===== src/verilog/itl_pkg.sv =====
// package: constants, entry layout and helpers for the isdn link slave port
package itl_pkg;

	localparam int NLINK  = 2;
	localparam int NCTL   = 4;
	localparam int NENT   = 32;
	localparam int ENT_W  = 5;
	localparam int IDX_W  = 6;
	localparam int BIT_W  = 8;
	localparam int AW     = 9;
	localparam int DW     = 16;
	localparam int SYNC_W = 5;

	// basic-rate frame figures
	localparam int BASIC_FRAME_BITS  = 20;
	localparam int FRAME_KBPS        = 160;
	localparam int BEARER_KBPS       = 64;
	localparam int DCH_KBPS          = 16;
	localparam int SYNC_TO_DATA_BITS = 1;

	// synchroniser lanes per link
	localparam int S_RCLK  = 0;
	localparam int S_RSYNC = 1;
	localparam int S_RXD   = 2;
	localparam int S_TCLK  = 3;
	localparam int S_TSYNC = 4;

	// register map
	localparam logic [AW-1:0] RX_TAB_BASE = 9'h000;
	localparam logic [AW-1:0] TX_TAB_BASE = 9'h080;
	localparam logic [AW-1:0] MODE_ADDR   = 9'h100;
	localparam logic [AW-1:0] CROUTE_ADDR = 9'h101;
	localparam logic [AW-1:0] STAT_A_ADDR = 9'h102;
	localparam logic [AW-1:0] STAT_B_ADDR = 9'h103;
	localparam logic [AW-1:0] FLEN_ADDR   = 9'h104;

	// route entry layout
	localparam int LST_BIT  = 0;
	localparam int BYT_BIT  = 1;
	localparam int CNT_LSB  = 2;
	localparam int CNT_W    = 4;
	localparam int CSEL_LSB = 6;
	localparam int CSEL_W   = 3;
	localparam int SSEL_LSB = 9;
	localparam int SSEL_W   = 4;
	localparam logic [DW-1:0] ENTRY_UNUSED = 16'h0001;

	// serial_iface_mode_reg and clock_route_reg fields
	localparam int GM_LSB  = 0;
	localparam int CRT_LSB = 2;
	localparam int EN_LSB  = 4;
	localparam int GRS_LSB = 0;
	localparam int MAP_LSB = 4;
	localparam logic [DW-1:0] MODE_RESET   = 16'h0000;
	localparam logic [DW-1:0] CROUTE_RESET = 16'h0000;

	typedef logic [DW-1:0] itl_entry_t;

	function automatic logic [CSEL_W-1:0] itl_csel(input itl_entry_t w);
		return w[CSEL_LSB +: CSEL_W];
	endfunction

	function automatic logic [SSEL_W-1:0] itl_ssel(input itl_entry_t w);
		return w[SSEL_LSB +: SSEL_W];
	endfunction

	// bits covered by one entry: count+1 bits, or count+1 bytes
	function automatic logic [BIT_W-1:0] itl_len(input itl_entry_t w);
		logic [CNT_W:0] n;
		n = {1'b0, w[CNT_LSB +: CNT_W]} + 5'h01;
		return w[BYT_BIT] ? {n, 3'h0} : {3'h0, n};
	endfunction

	function automatic logic itl_in_tab(input logic [AW-1:0] a, input logic [AW-1:0] base);
		return a[AW-1:IDX_W] == base[AW-1:IDX_W];
	endfunction

endpackage


===== src/verilog/itl_sync2.sv =====
// two-flop synchroniser for pin inputs from the link side
`timescale 1ns/1ps
module itl_sync2
#(
	parameter int W = 1
)(
	input  wire logic         core_clk,
	input  wire logic         resetn,
	input  wire logic [W-1:0] async_in,
	output logic      [W-1:0] sync_out
);
	logic [W-1:0] meta_ff;
	logic [W-1:0] sync_ff;

	always_ff @(posedge core_clk or negedge resetn)
	begin
		if (!resetn)
		begin
			meta_ff <= '0;
			sync_ff <= '0;
		end
		else
		begin
			meta_ff <= async_in;
			sync_ff <= meta_ff;
		end
	end

	assign sync_out = sync_ff;
endmodule


===== src/verilog/itl_slot_walker.sv =====
// frame position tracker: walks route entries bit by bit on the link clock
`timescale 1ns/1ps
module itl_slot_walker
	import itl_pkg::*;
#(
	parameter bit TX_SIDE = 1'b0
)(
	input  wire logic             core_clk,
	input  wire logic             resetn,
	input  wire logic             enable,
	input  wire logic             clk_s,
	input  wire logic             sync_s,
	input  wire itl_entry_t       entry_word,
	output logic                  bit_edge,
	output logic                  step,
	output logic                  frame_start,
	output logic      [ENT_W-1:0] ent
);
	logic             clk_d_ff;
	logic             armed_ff;
	logic             active_ff;
	logic [ENT_W-1:0] ent_ff;
	logic [BIT_W-1:0] bit_ff;
	logic             fall;
	logic             rise;
	logic [ENT_W-1:0] cur_ent;
	logic [BIT_W-1:0] cur_bit;

	assign fall        = clk_d_ff & ~clk_s;
	assign rise        = ~clk_d_ff & clk_s;
	// sync caught on falling edge; tx changes on rising, rx samples on falling
	assign frame_start = enable & fall & sync_s;
	assign bit_edge    = enable & (TX_SIDE ? rise : fall);
	assign step        = bit_edge & (armed_ff | active_ff) & ~frame_start;
	// armed means first data bit is the one after the sync bit
	assign cur_ent     = armed_ff ? '0 : ent_ff;
	assign cur_bit     = armed_ff ? '0 : bit_ff;
	assign ent         = cur_ent;

	always_ff @(posedge core_clk or negedge resetn)
	begin
		if (!resetn)
			clk_d_ff <= 1'b0;
		else
			clk_d_ff <= clk_s;
	end

	always_ff @(posedge core_clk or negedge resetn)
	begin
		if (!resetn)
		begin
			armed_ff  <= 1'b0;
			active_ff <= 1'b0;
			ent_ff    <= '0;
			bit_ff    <= '0;
		end
		else if (!enable)
		begin
			armed_ff  <= 1'b0;
			active_ff <= 1'b0;
			ent_ff    <= '0;
			bit_ff    <= '0;
		end
		else if (frame_start)
		begin
			armed_ff  <= 1'b1;
			active_ff <= 1'b0;
		end
		else if (step)
		begin
			armed_ff <= 1'b0;
			if (cur_bit + 8'h01 == itl_len(entry_word))
			begin
				bit_ff <= '0;
				// last-entry flag ends the frame until the next sync
				if (entry_word[LST_BIT] || cur_ent == ENT_W'(NENT - 1))
				begin
					active_ff <= 1'b0;
					ent_ff    <= '0;
				end
				else
				begin
					active_ff <= 1'b1;
					ent_ff    <= cur_ent + 5'h01;
				end
			end
			else
			begin
				active_ff <= 1'b1;
				bit_ff    <= cur_bit + 8'h01;
				ent_ff    <= cur_ent;
			end
		end
	end
endmodule


===== src/verilog/itl_link_port.sv =====
// top of the isdn link slave port: route tables, routing, d-channel grant
`timescale 1ns/1ps
module itl_link_port
	import itl_pkg::*;
(
	input  wire logic              core_clk,
	input  wire logic              resetn,
	input  wire logic [AW-1:0]     reg_addr,
	input  wire logic [DW-1:0]     reg_wdata,
	input  wire logic              reg_wr,
	input  wire logic              reg_rd,
	output logic      [DW-1:0]     reg_rdata,
	input  wire logic [NLINK-1:0]  link_rx_bit_clock,
	input  wire logic [NLINK-1:0]  link_rx_frame_pulse,
	input  wire logic [NLINK-1:0]  link_rx_line,
	input  wire logic [NLINK-1:0]  link_tx_bit_clock,
	input  wire logic [NLINK-1:0]  tx_frame_pulse_pin,
	output logic      [NLINK-1:0]  link_tx_line,
	output logic      [NLINK-1:0]  link_tx_line_oe,
	output logic      [NLINK-1:0]  dchan_request_out,
	output logic      [4*NLINK-1:0] link_strobe_out,
	output logic      [NCTL-1:0]   ser_rx_bit,
	output logic      [NCTL-1:0]   ser_rx_valid,
	input  wire logic [NCTL-1:0]   ser_tx_bit,
	output logic      [NCTL-1:0]   ser_tx_take,
	input  wire logic [NCTL-1:0]   ser_dch_pending,
	input  wire logic [NCTL-1:0]   ser_early_buf,
	output logic      [NCTL-1:0]   ser_grant,
	output logic      [NCTL-1:0]   ser_abort
);
	////////////////////////////////////////////////////////////////////////////
	itl_entry_t        rx_tab_ff [2**IDX_W];
	itl_entry_t        tx_tab_ff [2**IDX_W];
	logic [DW-1:0]     mode_ff;
	logic [DW-1:0]     croute_ff;
	logic [DW-1:0]     rdata_ff;
	logic [DW-1:0]     nxt_rdata;
	logic [SYNC_W-1:0] pin_s [NLINK];
	logic [NLINK-1:0]  rx_step, rx_fs, tx_step, tx_edge;
	logic [ENT_W-1:0]  rx_ent [NLINK];
	logic [ENT_W-1:0]  tx_ent [NLINK];
	itl_entry_t        rx_word [NLINK];
	itl_entry_t        tx_word [NLINK];
	logic [NLINK-1:0]  gm, crt, en;
	logic [NCTL-1:0]   gsel, map;
	logic [NLINK-1:0]  gnt_ff, req_ff, nxt_req, gnt_fell;
	logic [NLINK-1:0]  tx_line_ff, tx_oe_ff, tx_hit, tx_bit;
	logic [3:0]        strobe_ff [NLINK];
	logic [BIT_W-1:0]  fcnt_ff [NLINK];
	logic [BIT_W-1:0]  flen_ff [NLINK];
	logic [NCTL-1:0]   rx_bit_ff, rx_valid_ff, nxt_rx_bit, nxt_rx_valid;
	logic [NCTL-1:0]   allow, take, grant_ff, abort_ff;

	assign gm   = mode_ff[GM_LSB +: NLINK];
	assign crt  = mode_ff[CRT_LSB +: NLINK];
	assign en   = mode_ff[EN_LSB +: NLINK];
	assign gsel = croute_ff[GRS_LSB +: NCTL];
	assign map  = croute_ff[MAP_LSB +: NCTL];

	////////////////////////////////////////////////////////////////////////////
	// one timing pair per link, each on its own master clock
	for (genvar i = 0; i < NLINK; i++)
	begin : g_link
		logic tclk_sel;
		logic tsync_sel;

		itl_sync2 #(.W(SYNC_W)) u_sync (
			.core_clk (core_clk),
			.resetn   (resetn),
			.async_in ({tx_frame_pulse_pin[i], link_tx_bit_clock[i], link_rx_line[i],
			            link_rx_frame_pulse[i], link_rx_bit_clock[i]}),
			.sync_out (pin_s[i])
		);

		// shared timing when both directions face the same link
		assign tclk_sel  = crt[i] ? pin_s[i][S_RCLK] : pin_s[i][S_TCLK];
		assign tsync_sel = crt[i] ? pin_s[i][S_RSYNC] : pin_s[i][S_TSYNC];

		itl_slot_walker #(.TX_SIDE(1'b0)) u_rx (
			.core_clk    (core_clk),
			.resetn      (resetn),
			.enable      (en[i]),
			.clk_s       (pin_s[i][S_RCLK]),
			.sync_s      (pin_s[i][S_RSYNC]),
			.entry_word  (rx_word[i]),
			.bit_edge    (),
			.step        (rx_step[i]),
			.frame_start (rx_fs[i]),
			.ent         (rx_ent[i])
		);

		itl_slot_walker #(.TX_SIDE(1'b1)) u_tx (
			.core_clk    (core_clk),
			.resetn      (resetn),
			.enable      (en[i]),
			.clk_s       (tclk_sel),
			.sync_s      (tsync_sel),
			.entry_word  (tx_word[i]),
			.bit_edge    (tx_edge[i]),
			.step        (tx_step[i]),
			.frame_start (),
			.ent         (tx_ent[i])
		);

		assign rx_word[i] = rx_tab_ff[{1'(i), rx_ent[i]}];
		assign tx_word[i] = tx_tab_ff[{1'(i), tx_ent[i]}];
		assign gnt_fell[i] = rx_fs[i] & gnt_ff[i] & ~pin_s[i][S_TSYNC];
		assign link_strobe_out[4*i +: 4] = strobe_ff[i];
	end

	////////////////////////////////////////////////////////////////////////////
	// register port; tables reset to the unused pattern
	always_ff @(posedge core_clk or negedge resetn)
	begin
		if (!resetn)
		begin
			for (int k = 0; k < 2**IDX_W; k++)
			begin
				rx_tab_ff[k] <= ENTRY_UNUSED;
				tx_tab_ff[k] <= ENTRY_UNUSED;
			end
		end
		else if (reg_wr && itl_in_tab(reg_addr, RX_TAB_BASE))
			rx_tab_ff[reg_addr[IDX_W-1:0]] <= reg_wdata;
		else if (reg_wr && itl_in_tab(reg_addr, TX_TAB_BASE))
			tx_tab_ff[reg_addr[IDX_W-1:0]] <= reg_wdata;
	end

	always_ff @(posedge core_clk or negedge resetn)
	begin
		if (!resetn)
		begin
			mode_ff   <= MODE_RESET;
			croute_ff <= CROUTE_RESET;
		end
		else if (reg_wr && reg_addr == MODE_ADDR)
			mode_ff <= reg_wdata;
		else if (reg_wr && reg_addr == CROUTE_ADDR)
			croute_ff <= reg_wdata;
	end

	always_comb
	begin
		nxt_rdata = '0;
		if (itl_in_tab(reg_addr, RX_TAB_BASE))
			nxt_rdata = rx_tab_ff[reg_addr[IDX_W-1:0]];
		else if (itl_in_tab(reg_addr, TX_TAB_BASE))
			nxt_rdata = tx_tab_ff[reg_addr[IDX_W-1:0]];
		else
		begin
			case (reg_addr)
				MODE_ADDR:   nxt_rdata = mode_ff;
				CROUTE_ADDR: nxt_rdata = croute_ff;
				STAT_A_ADDR: nxt_rdata = {4'h0, req_ff[0], gnt_ff[0], tx_ent[0], rx_ent[0]};
				STAT_B_ADDR: nxt_rdata = {4'h0, req_ff[1], gnt_ff[1], tx_ent[1], rx_ent[1]};
				FLEN_ADDR:   nxt_rdata = {flen_ff[1], flen_ff[0]};
				default:     nxt_rdata = '0;
			endcase
		end
	end

	// read data valid only in the cycle after the strobe
	always_ff @(posedge core_clk or negedge resetn)
	begin
		if (!resetn)
			rdata_ff <= '0;
		else
			rdata_ff <= reg_rd ? nxt_rdata : '0;
	end
	assign reg_rdata = rdata_ff;

	////////////////////////////////////////////////////////////////////////////
	// receive routing: unrouted bits never reach a controller
	always_comb
	begin
		nxt_rx_valid = '0;
		nxt_rx_bit   = rx_bit_ff;
		for (int c = 0; c < NCTL; c++)
			for (int i = 0; i < NLINK; i++)
				if (rx_step[i] && itl_csel(rx_word[i]) == 3'(c + 1) && map[c] == 1'(i))
				begin
					nxt_rx_valid[c] = 1'b1;
					nxt_rx_bit[c]   = pin_s[i][S_RXD];
				end
	end

	always_ff @(posedge core_clk or negedge resetn)
	begin
		if (!resetn)
		begin
			rx_bit_ff   <= '0;
			rx_valid_ff <= '0;
		end
		else
		begin
			rx_bit_ff   <= nxt_rx_bit;
			rx_valid_ff <= nxt_rx_valid;
		end
	end
	assign ser_rx_bit   = rx_bit_ff;
	assign ser_rx_valid = rx_valid_ff;

	// strobes follow the select field of the entry in progress
	always_ff @(posedge core_clk or negedge resetn)
	begin
		if (!resetn)
			for (int i = 0; i < NLINK; i++)
				strobe_ff[i] <= '0;
		else
			for (int i = 0; i < NLINK; i++)
				if (rx_fs[i] || !en[i])
					strobe_ff[i] <= '0;
				else if (rx_step[i])
					strobe_ff[i] <= itl_ssel(rx_word[i]);
	end

	// bits per frame, to check the basic-rate layout from software
	always_ff @(posedge core_clk or negedge resetn)
	begin
		if (!resetn)
			for (int i = 0; i < NLINK; i++)
			begin
				fcnt_ff[i] <= '0;
				flen_ff[i] <= '0;
			end
		else
			for (int i = 0; i < NLINK; i++)
				if (rx_fs[i])
				begin
					fcnt_ff[i] <= '0;
					flen_ff[i] <= fcnt_ff[i];
				end
				else if (rx_step[i])
					fcnt_ff[i] <= fcnt_ff[i] + 8'h01;
	end

	////////////////////////////////////////////////////////////////////////////
	// transmit routing; a contended controller sends only while granted
	always_comb
	begin
		take   = '0;
		tx_hit = '0;
		tx_bit = '1;
		for (int c = 0; c < NCTL; c++)
		begin
			allow[c] = ~gsel[c] | ~gm[map[c]] | gnt_ff[map[c]];
			for (int i = 0; i < NLINK; i++)
				if (itl_csel(tx_word[i]) == 3'(c + 1) && map[c] == 1'(i) && allow[c])
				begin
					tx_hit[i] = 1'b1;
					tx_bit[i] = ser_tx_bit[c];
					take[c]   = take[c] | tx_step[i];
				end
		end
	end
	assign ser_tx_take = take;

	// released at every bit edge that is not a routed bit
	always_ff @(posedge core_clk or negedge resetn)
	begin
		if (!resetn)
		begin
			tx_line_ff <= '1;
			tx_oe_ff   <= '0;
		end
		else
			for (int i = 0; i < NLINK; i++)
				if (tx_edge[i] || !en[i])
				begin
					tx_oe_ff[i]   <= tx_step[i] & tx_hit[i];
					tx_line_ff[i] <= tx_step[i] & tx_hit[i] ? tx_bit[i] : 1'b1;
				end
	end
	assign link_tx_line    = tx_line_ff;
	assign link_tx_line_oe = tx_oe_ff;

	////////////////////////////////////////////////////////////////////////////
	// d-channel contention; grant lives on the tx sync pin
	always_comb
	begin
		nxt_req = '0;
		for (int c = 0; c < NCTL; c++)
			if (ser_dch_pending[c] && gsel[c])
				nxt_req[map[c]] = 1'b1;
		nxt_req = nxt_req & gm;
	end

	always_ff @(posedge core_clk or negedge resetn)
	begin
		if (!resetn)
		begin
			req_ff <= '0;
			gnt_ff <= '0;
		end
		else
		begin
			req_ff <= nxt_req;
			for (int i = 0; i < NLINK; i++)
				if (rx_fs[i])
					gnt_ff[i] <= pin_s[i][S_TSYNC];
		end
	end
	assign dchan_request_out = req_ff;

	// abort restarts the frame only while it is in its first two buffers
	always_ff @(posedge core_clk or negedge resetn)
	begin
		if (!resetn)
		begin
			grant_ff <= '0;
			abort_ff <= '0;
		end
		else
			for (int c = 0; c < NCTL; c++)
			begin
				grant_ff[c] <= gsel[c] & allow[c];
				abort_ff[c] <= gsel[c] & gm[map[c]] & gnt_fell[map[c]]
				               & ser_dch_pending[c] & ser_early_buf[c];
			end
	end
	assign ser_grant = grant_ff;
	assign ser_abort = abort_ff;
endmodule


===== config.mk =====
export PLATFORM = sky130hd
export DESIGN_NAME = itl_link_port
export DESIGN_NICKNAME = d
export VERILOG_FILES = /design/src/verilog/itl_pkg.sv /design/src/verilog/itl_sync2.sv /design/src/verilog/itl_slot_walker.sv /design/src/verilog/itl_link_port.sv
export SDC_FILE = /design/constraint.sdc
export NUM_CORES = 2
export LEC_CHECK = 0
export ABC_AREA = 1
export BUFFER_PORTS_ARGS = -buffer_cell sky130_fd_sc_hd__clkbuf_2
export CORE_MARGIN = 8
export CORE_UTILIZATION = 28
export CTS_CLUSTER_DIAMETER = 40
export DETAILED_ROUTE_END_ITERATION = 8
export SYNTH_ARGS = -nofsm -noshare
export SYNTH_HDL_FRONTEND = slang
export SYNTH_HIERARCHICAL = 1
export SYNTH_SLANG_ARGS = --single-unit

===== constraint.sdc =====
create_clock -name core_clk -period 5.55 [get_ports core_clk]
set_input_delay 0.2775 -clock core_clk [delete_from_list [all_inputs] [get_ports core_clk]]
set_output_delay 0.2775 -clock core_clk [all_outputs]
set_load 0.01 [all_outputs]

---- After elaboration in Yosys (flattened, before gate mapping) ----
Index checks and enable logic that the tools add are counted.
Widths: inputs -> output; s select.
operators by class
  reduce and logical (&&, ||, !) cells .... 70
  $add $sub $neg .......................... 14
  equality and inequality tests ........... 42
  bitwise logic cells ..................... 101
  muxes and demuxes ....................... 196
  order comparisons ....................... 14
operators by type and width
  operator             number
  $bwmux 1024          2
  $bmux 16 s6          6
  $mux 8               28
  $mux 16              8
  $mux 5               24
  $mux 1               106
  $demux 16 s6         1
  $pmux 16 s5          1
  $mux 13              4
  $and 1x1->1          50
  $add 8x1->8 const B  6
  $eq 9x9->1 const B   5
  $logic_and 1x1->1    45
  $mux 9               4
  $ge 7x7->1 const B   5
  $eq 8x8->1           4
  $eq 3x2->1 const B   9
  $not 1->1            26
  $not 6->7            3
  $add 4x1->5 const B  4
  $add 5x1->5 const B  4
  $eq 5x5->1 const B   4
  $mux 4               4
  $or 1x1->1           16
  other kinds (18)     68
storage, ports and cells
  input port bits ......................... 51
  register bits ........................... 2244
  logic and storage cells ................. 612
  output and inout port bits .............. 50

---- Longest topological paths before layout ----
  depth in word-level cells ............... 14
  depth in mapped cells ................... 28
  gate-level depth less buffers ........... 24

---- Hierarchy ----
The synthesis kept the hierarchy.
by module, submodules not included
  module                                cells each  times used  area each (um^2)  seq. area each (um^2)
  itl_link_port                         13748       1           108775.6          54214.5
  itl_slot_walker (g_link[0].u_rx ...)  209         2           1332.5            400.4
  itl_slot_walker (g_link[1].u_tx)      218         1           1408.9            400.4
  itl_slot_walker (g_link[0].u_tx)      214         1           1377.6            400.4
  itl_sync2                             10          2           250.2             250.2

---- Worst setup path before layout ----
OpenSTA, ideal clock, no wires.
  kind .................................... reg-to-reg
  from .................................... register g_link[1].u_tx.armed_ff
  to ...................................... register g_link[1].u_tx.ent_ff[0]
  stages on the path, launching flop included .. 25
  path buffers ............................ 6
  arrival time ............................ 3.793 ns
  required time ........................... 5.475 ns
  clock period less this slack ............ 3.868 ns
  slack ................................... 1.682 ns
  library setup time ...................... 0.075 ns
  cells stage by stage .................... dfrtp_1 > buf_6 > nor2_1 > buf_2 > buf_2 > clkbuf_1 > clkbuf_1 > nor2_1 > o221ai_1 > nand3_1 > a32oi_1 > ha_1 > or2_1 > nand2_1 > inv_1 > nand2_1 > nand2_1 > inv_2 > nand3_4 > nor2_8 > nand2_4 > buf_6 > nand2_2 > nand2_1 > o21bai_2
RTL lines
  what                    RTL line               text
  from (decl)             itl_slot_walker.sv:20  logic armed_ff;
  from (signal assigned)  itl_slot_walker.sv:52  armed_ff <= 1'b0;
  from (signal assigned)  itl_slot_walker.sv:59  armed_ff <= 1'b0;
  from (signal assigned)  itl_slot_walker.sv:66  armed_ff <= 1'b1;
  to (signal assigned)    itl_slot_walker.sv:84  ent_ff <= cur_ent + 5'h01;
  to (signal assigned)    itl_slot_walker.sv:91  ent_ff <= cur_ent;
  to (decl)               itl_slot_walker.sv:22  logic [ENT_W-1:0] ent_ff;

==> run_results.csv <==
group,metric,value,unit
status,status,"finished, final reports clean",
global_routing,grt_use_total,20.3,%
floorplanning,die-area,413000,um^2
critical_path,criticalPathCategory,"flop to output port",
critical_path,worstPathCellList,"nor2_4, inv_2, buf_4, buf_4, nand3_1, nand3_1, nand2_1, nand2_1, nand3_1, nand2_1, nand2_1, nor2_1, inv_1, o22ai_1, clkbuf_2",
hold_path,holdPathEnd,"tx_tab_ff[892]$_DFFE_PN0P_",
placement,dp_hpwl,265000,um
critical_path,cp.required,5.27,ns
yosys,syn_area,110000,um^2
timing,holdWs,0.0250,ns
clock_tree,cts_tree,"done",
route,drc_errors,0,
critical_path,critPathArrivalTime,4.84,ns
clock_tree,clkSinkCount,2244,
route,dr.pass1.iters,7,
pwr,peakVddDrop,0.000314,V
floorplanning,die_w,642,um
critical_path,slowest_delay,0.77,ns
timing,rsz0062_at_grt,"no",
timing,slew_headroom,11.8,%
global_routing,grt_pass1_wl,649000,um
timing,finalSetupViolations,0,
critical_path,worstReg2RegEnd,"link_tx_line[1]$_DFFE_PN1P_",
yosys,yosys_warnings,6,
timing,worstMarginPinSlew,1.32,ns
timing,fin_crit,5.12,ns
clock_tree,cts-buffers-inserted,356,
hold_path,worstHoldPathType,"input port to flop",
timing,hold_viol_final,0,
floorplanning,start_util,28.1,%
layout,nNetsFinal,13300,
job,max_cap_viol_count,0,
yosys,syn_inst,13700,
timing,fin_skew,0.0576,ns
clock_tree,clock_tree.root_cell,"clkbuf_16",
global_routing,grt_max_degree,161,
timing,slew_violations,0,
route,drt_iter0_markers,13800,
critical_path,cp_max_fo,43,
pwr,leakage,55.9,nW
clock_tree,clk_pin_slew_worst_paths,0.06,ns
clock_tree,h-tree-depth,5,
placement,dp_slack,1.12,ns
global_routing,grt-ovfl-total,0,
clock_tree,cts_resized,0,
yosys,avgSynthCellArea,8.03,um^2
hold_path,min-delay-start,"reg_wdata[12]",
layout,fillers,40700,
timing,fmax,195,MHz
placement,portBuffers,100,
clock_tree,cts_setup_buffers,0,
critical_path,cp-start-kind,"flop",
placement,place_area,115000,um^2
layout,layout_commonest_cell,"nand2_1",
critical_path,worst-path-buf-inv,5,
layout,synthToLayoutAreaGrowth,16.6,%
timing,setup_tns,0,ns
layout,final_cell_mix,"nand2_1, o21ai_0, dfrtp_1",
floorplanning,rows,230,
critical_path,r2r_setup_slack,0.96,ns
layout,final_layout_size_suffix_gt1_share,11.0,%
route,vias_per_cell,5.45,
floorplanning,num_io_pins,101,
yosys,synth_fp_nets,13800,
critical_path,crit_family,"simple AND/OR/NAND/NOR gates",
placement,place_congestion,0.902,
floorplanning,core_region_area,392000,um^2
global_routing,antenna_found_initial,24,
route,ant_nets,0,
critical_path,end_kind,"output port",
route,routedWlPerCell,23.4,um
critical_path,r2r_cells,17,
critical_path,cpMostUsedCell,"nand2_1",
critical_path,crit_slowest_cell,"dfrtp_1",
route,wirelength,438000,um
clock_tree,cts_buffer_depth,4,
hold_path,hold_depth,3,
floorplanning,die_h,642,um
clock_tree,insertion_delay,0.91,ns
route,vias,102000,
clock_tree,cts_hold_buf,42,
pwr,powerDensity,337,nW/um^2
timing,setup_ws,0.429,ns
critical_path,reg2reg_from,"g_link[1].u_tx/armed_ff$_DFFE_PN0P_",
layout,final_area,128000,um^2
timing,finalCritPeriodShare,92.3,%
global_routing,first_global_vias,96500,
layer usage:
layer | GRT usage [%] | wire length, um | vias to the layer above
met3 | 4.25 | 42100 | 1242
met5 | 0 | 43 | -
li1 | - | - | 45900
met1 | 26.6 | 177000 | 49500
met2 | 30.9 | 189000 | 5596
met4 | 11.9 | 30000 | 6
area by class of cell:
class,instances,area [um^2],area share [%]
clock inverter,223,2640,2.06
multi-input combinational,9765,47100,36.7
inverter,343,1350,1.05
sequential,2244,56300,43.9
timing repair buffer,518,4460,3.48
tap,5220,6530,5.10
clock buffer,431,9730,7.59
antenna,16,40.0,0.0312
metrics by stage:
| stage | util [%] | total power [mW] | cells |
|---|---|---|---|
| after global routing | 32.7 | 44.3 | 18700 |
| after detailed placement | 29.4 | 20.2 | 18000 |
| after global placement | 29.4 | 20.1 | 18000 |
| after floorplan | - | 18.8 | 13700 |
| after CTS | 32.7 | 43.3 | 18700 |
| final | 32.7 | 43.1 | 18800 |
report_power, final:
part | switching (mW) | total, mW | internal, mW
Sequential | 0.329 | 17.2 | 16.8
Clock | 8.75 | 23.2 | 14.4
Combinational | 2.03 | 2.81 | 0.782
Total | 11.1 | 43.1 | 32.0
tightest hold or removal path, delay by kind of cell:
family | cells | cell delay, ns
buf+inv | 2 | 0.27
compound gates | 1 | 0.25
how the worst max path moves through the flow:
| stage | startpoint | to | cells past startpoint |
|---|---|---|---|
| finish | g_link[1].u_tx/armed_ff$_DFFE_PN0P_ | ser_tx_take[1] | 15 |
| floorplan | g_link[1].u_tx/armed_ff$_DFFE_PN0P_ | g_link[1].u_tx/ent_ff[0]$_DFFE_PN0P_ | 24 |
| global route | g_link[1].u_tx/armed_ff$_DFFE_PN0P_ | ser_tx_take[1] | 15 |
| detailed placement | g_link[0].u_tx/armed_ff$_DFFE_PN0P_ | g_link[0].u_tx/ent_ff[4]$_DFFE_PN0P_ | 24 |
| CTS | g_link[1].u_tx/armed_ff$_DFFE_PN0P_ | ser_tx_take[1] | 15 |
| global placement | g_link[0].u_tx/armed_ff$_DFFE_PN0P_ | g_link[0].u_tx/ent_ff[4]$_DFFE_PN0P_ | 24 |
registers in the layout, indices dropped and copies added (netlist names), 8 cells and up:
name,flops
rx_tab_ff,1024
tx_tab_ff,1024
croute_ff,16
fcnt_ff,16
flen_ff,16
g_link.u_rx/bit_ff,16
g_link.u_tx/bit_ff,16
mode_ff,16
reg_rdata,16
g_link.u_rx/ent_ff,10
g_link.u_sync/meta_ff,10
g_link.u_sync/sync_out,10
g_link.u_tx/ent_ff,10
link_strobe_out,8
Power figures use the tool's default switching activity.
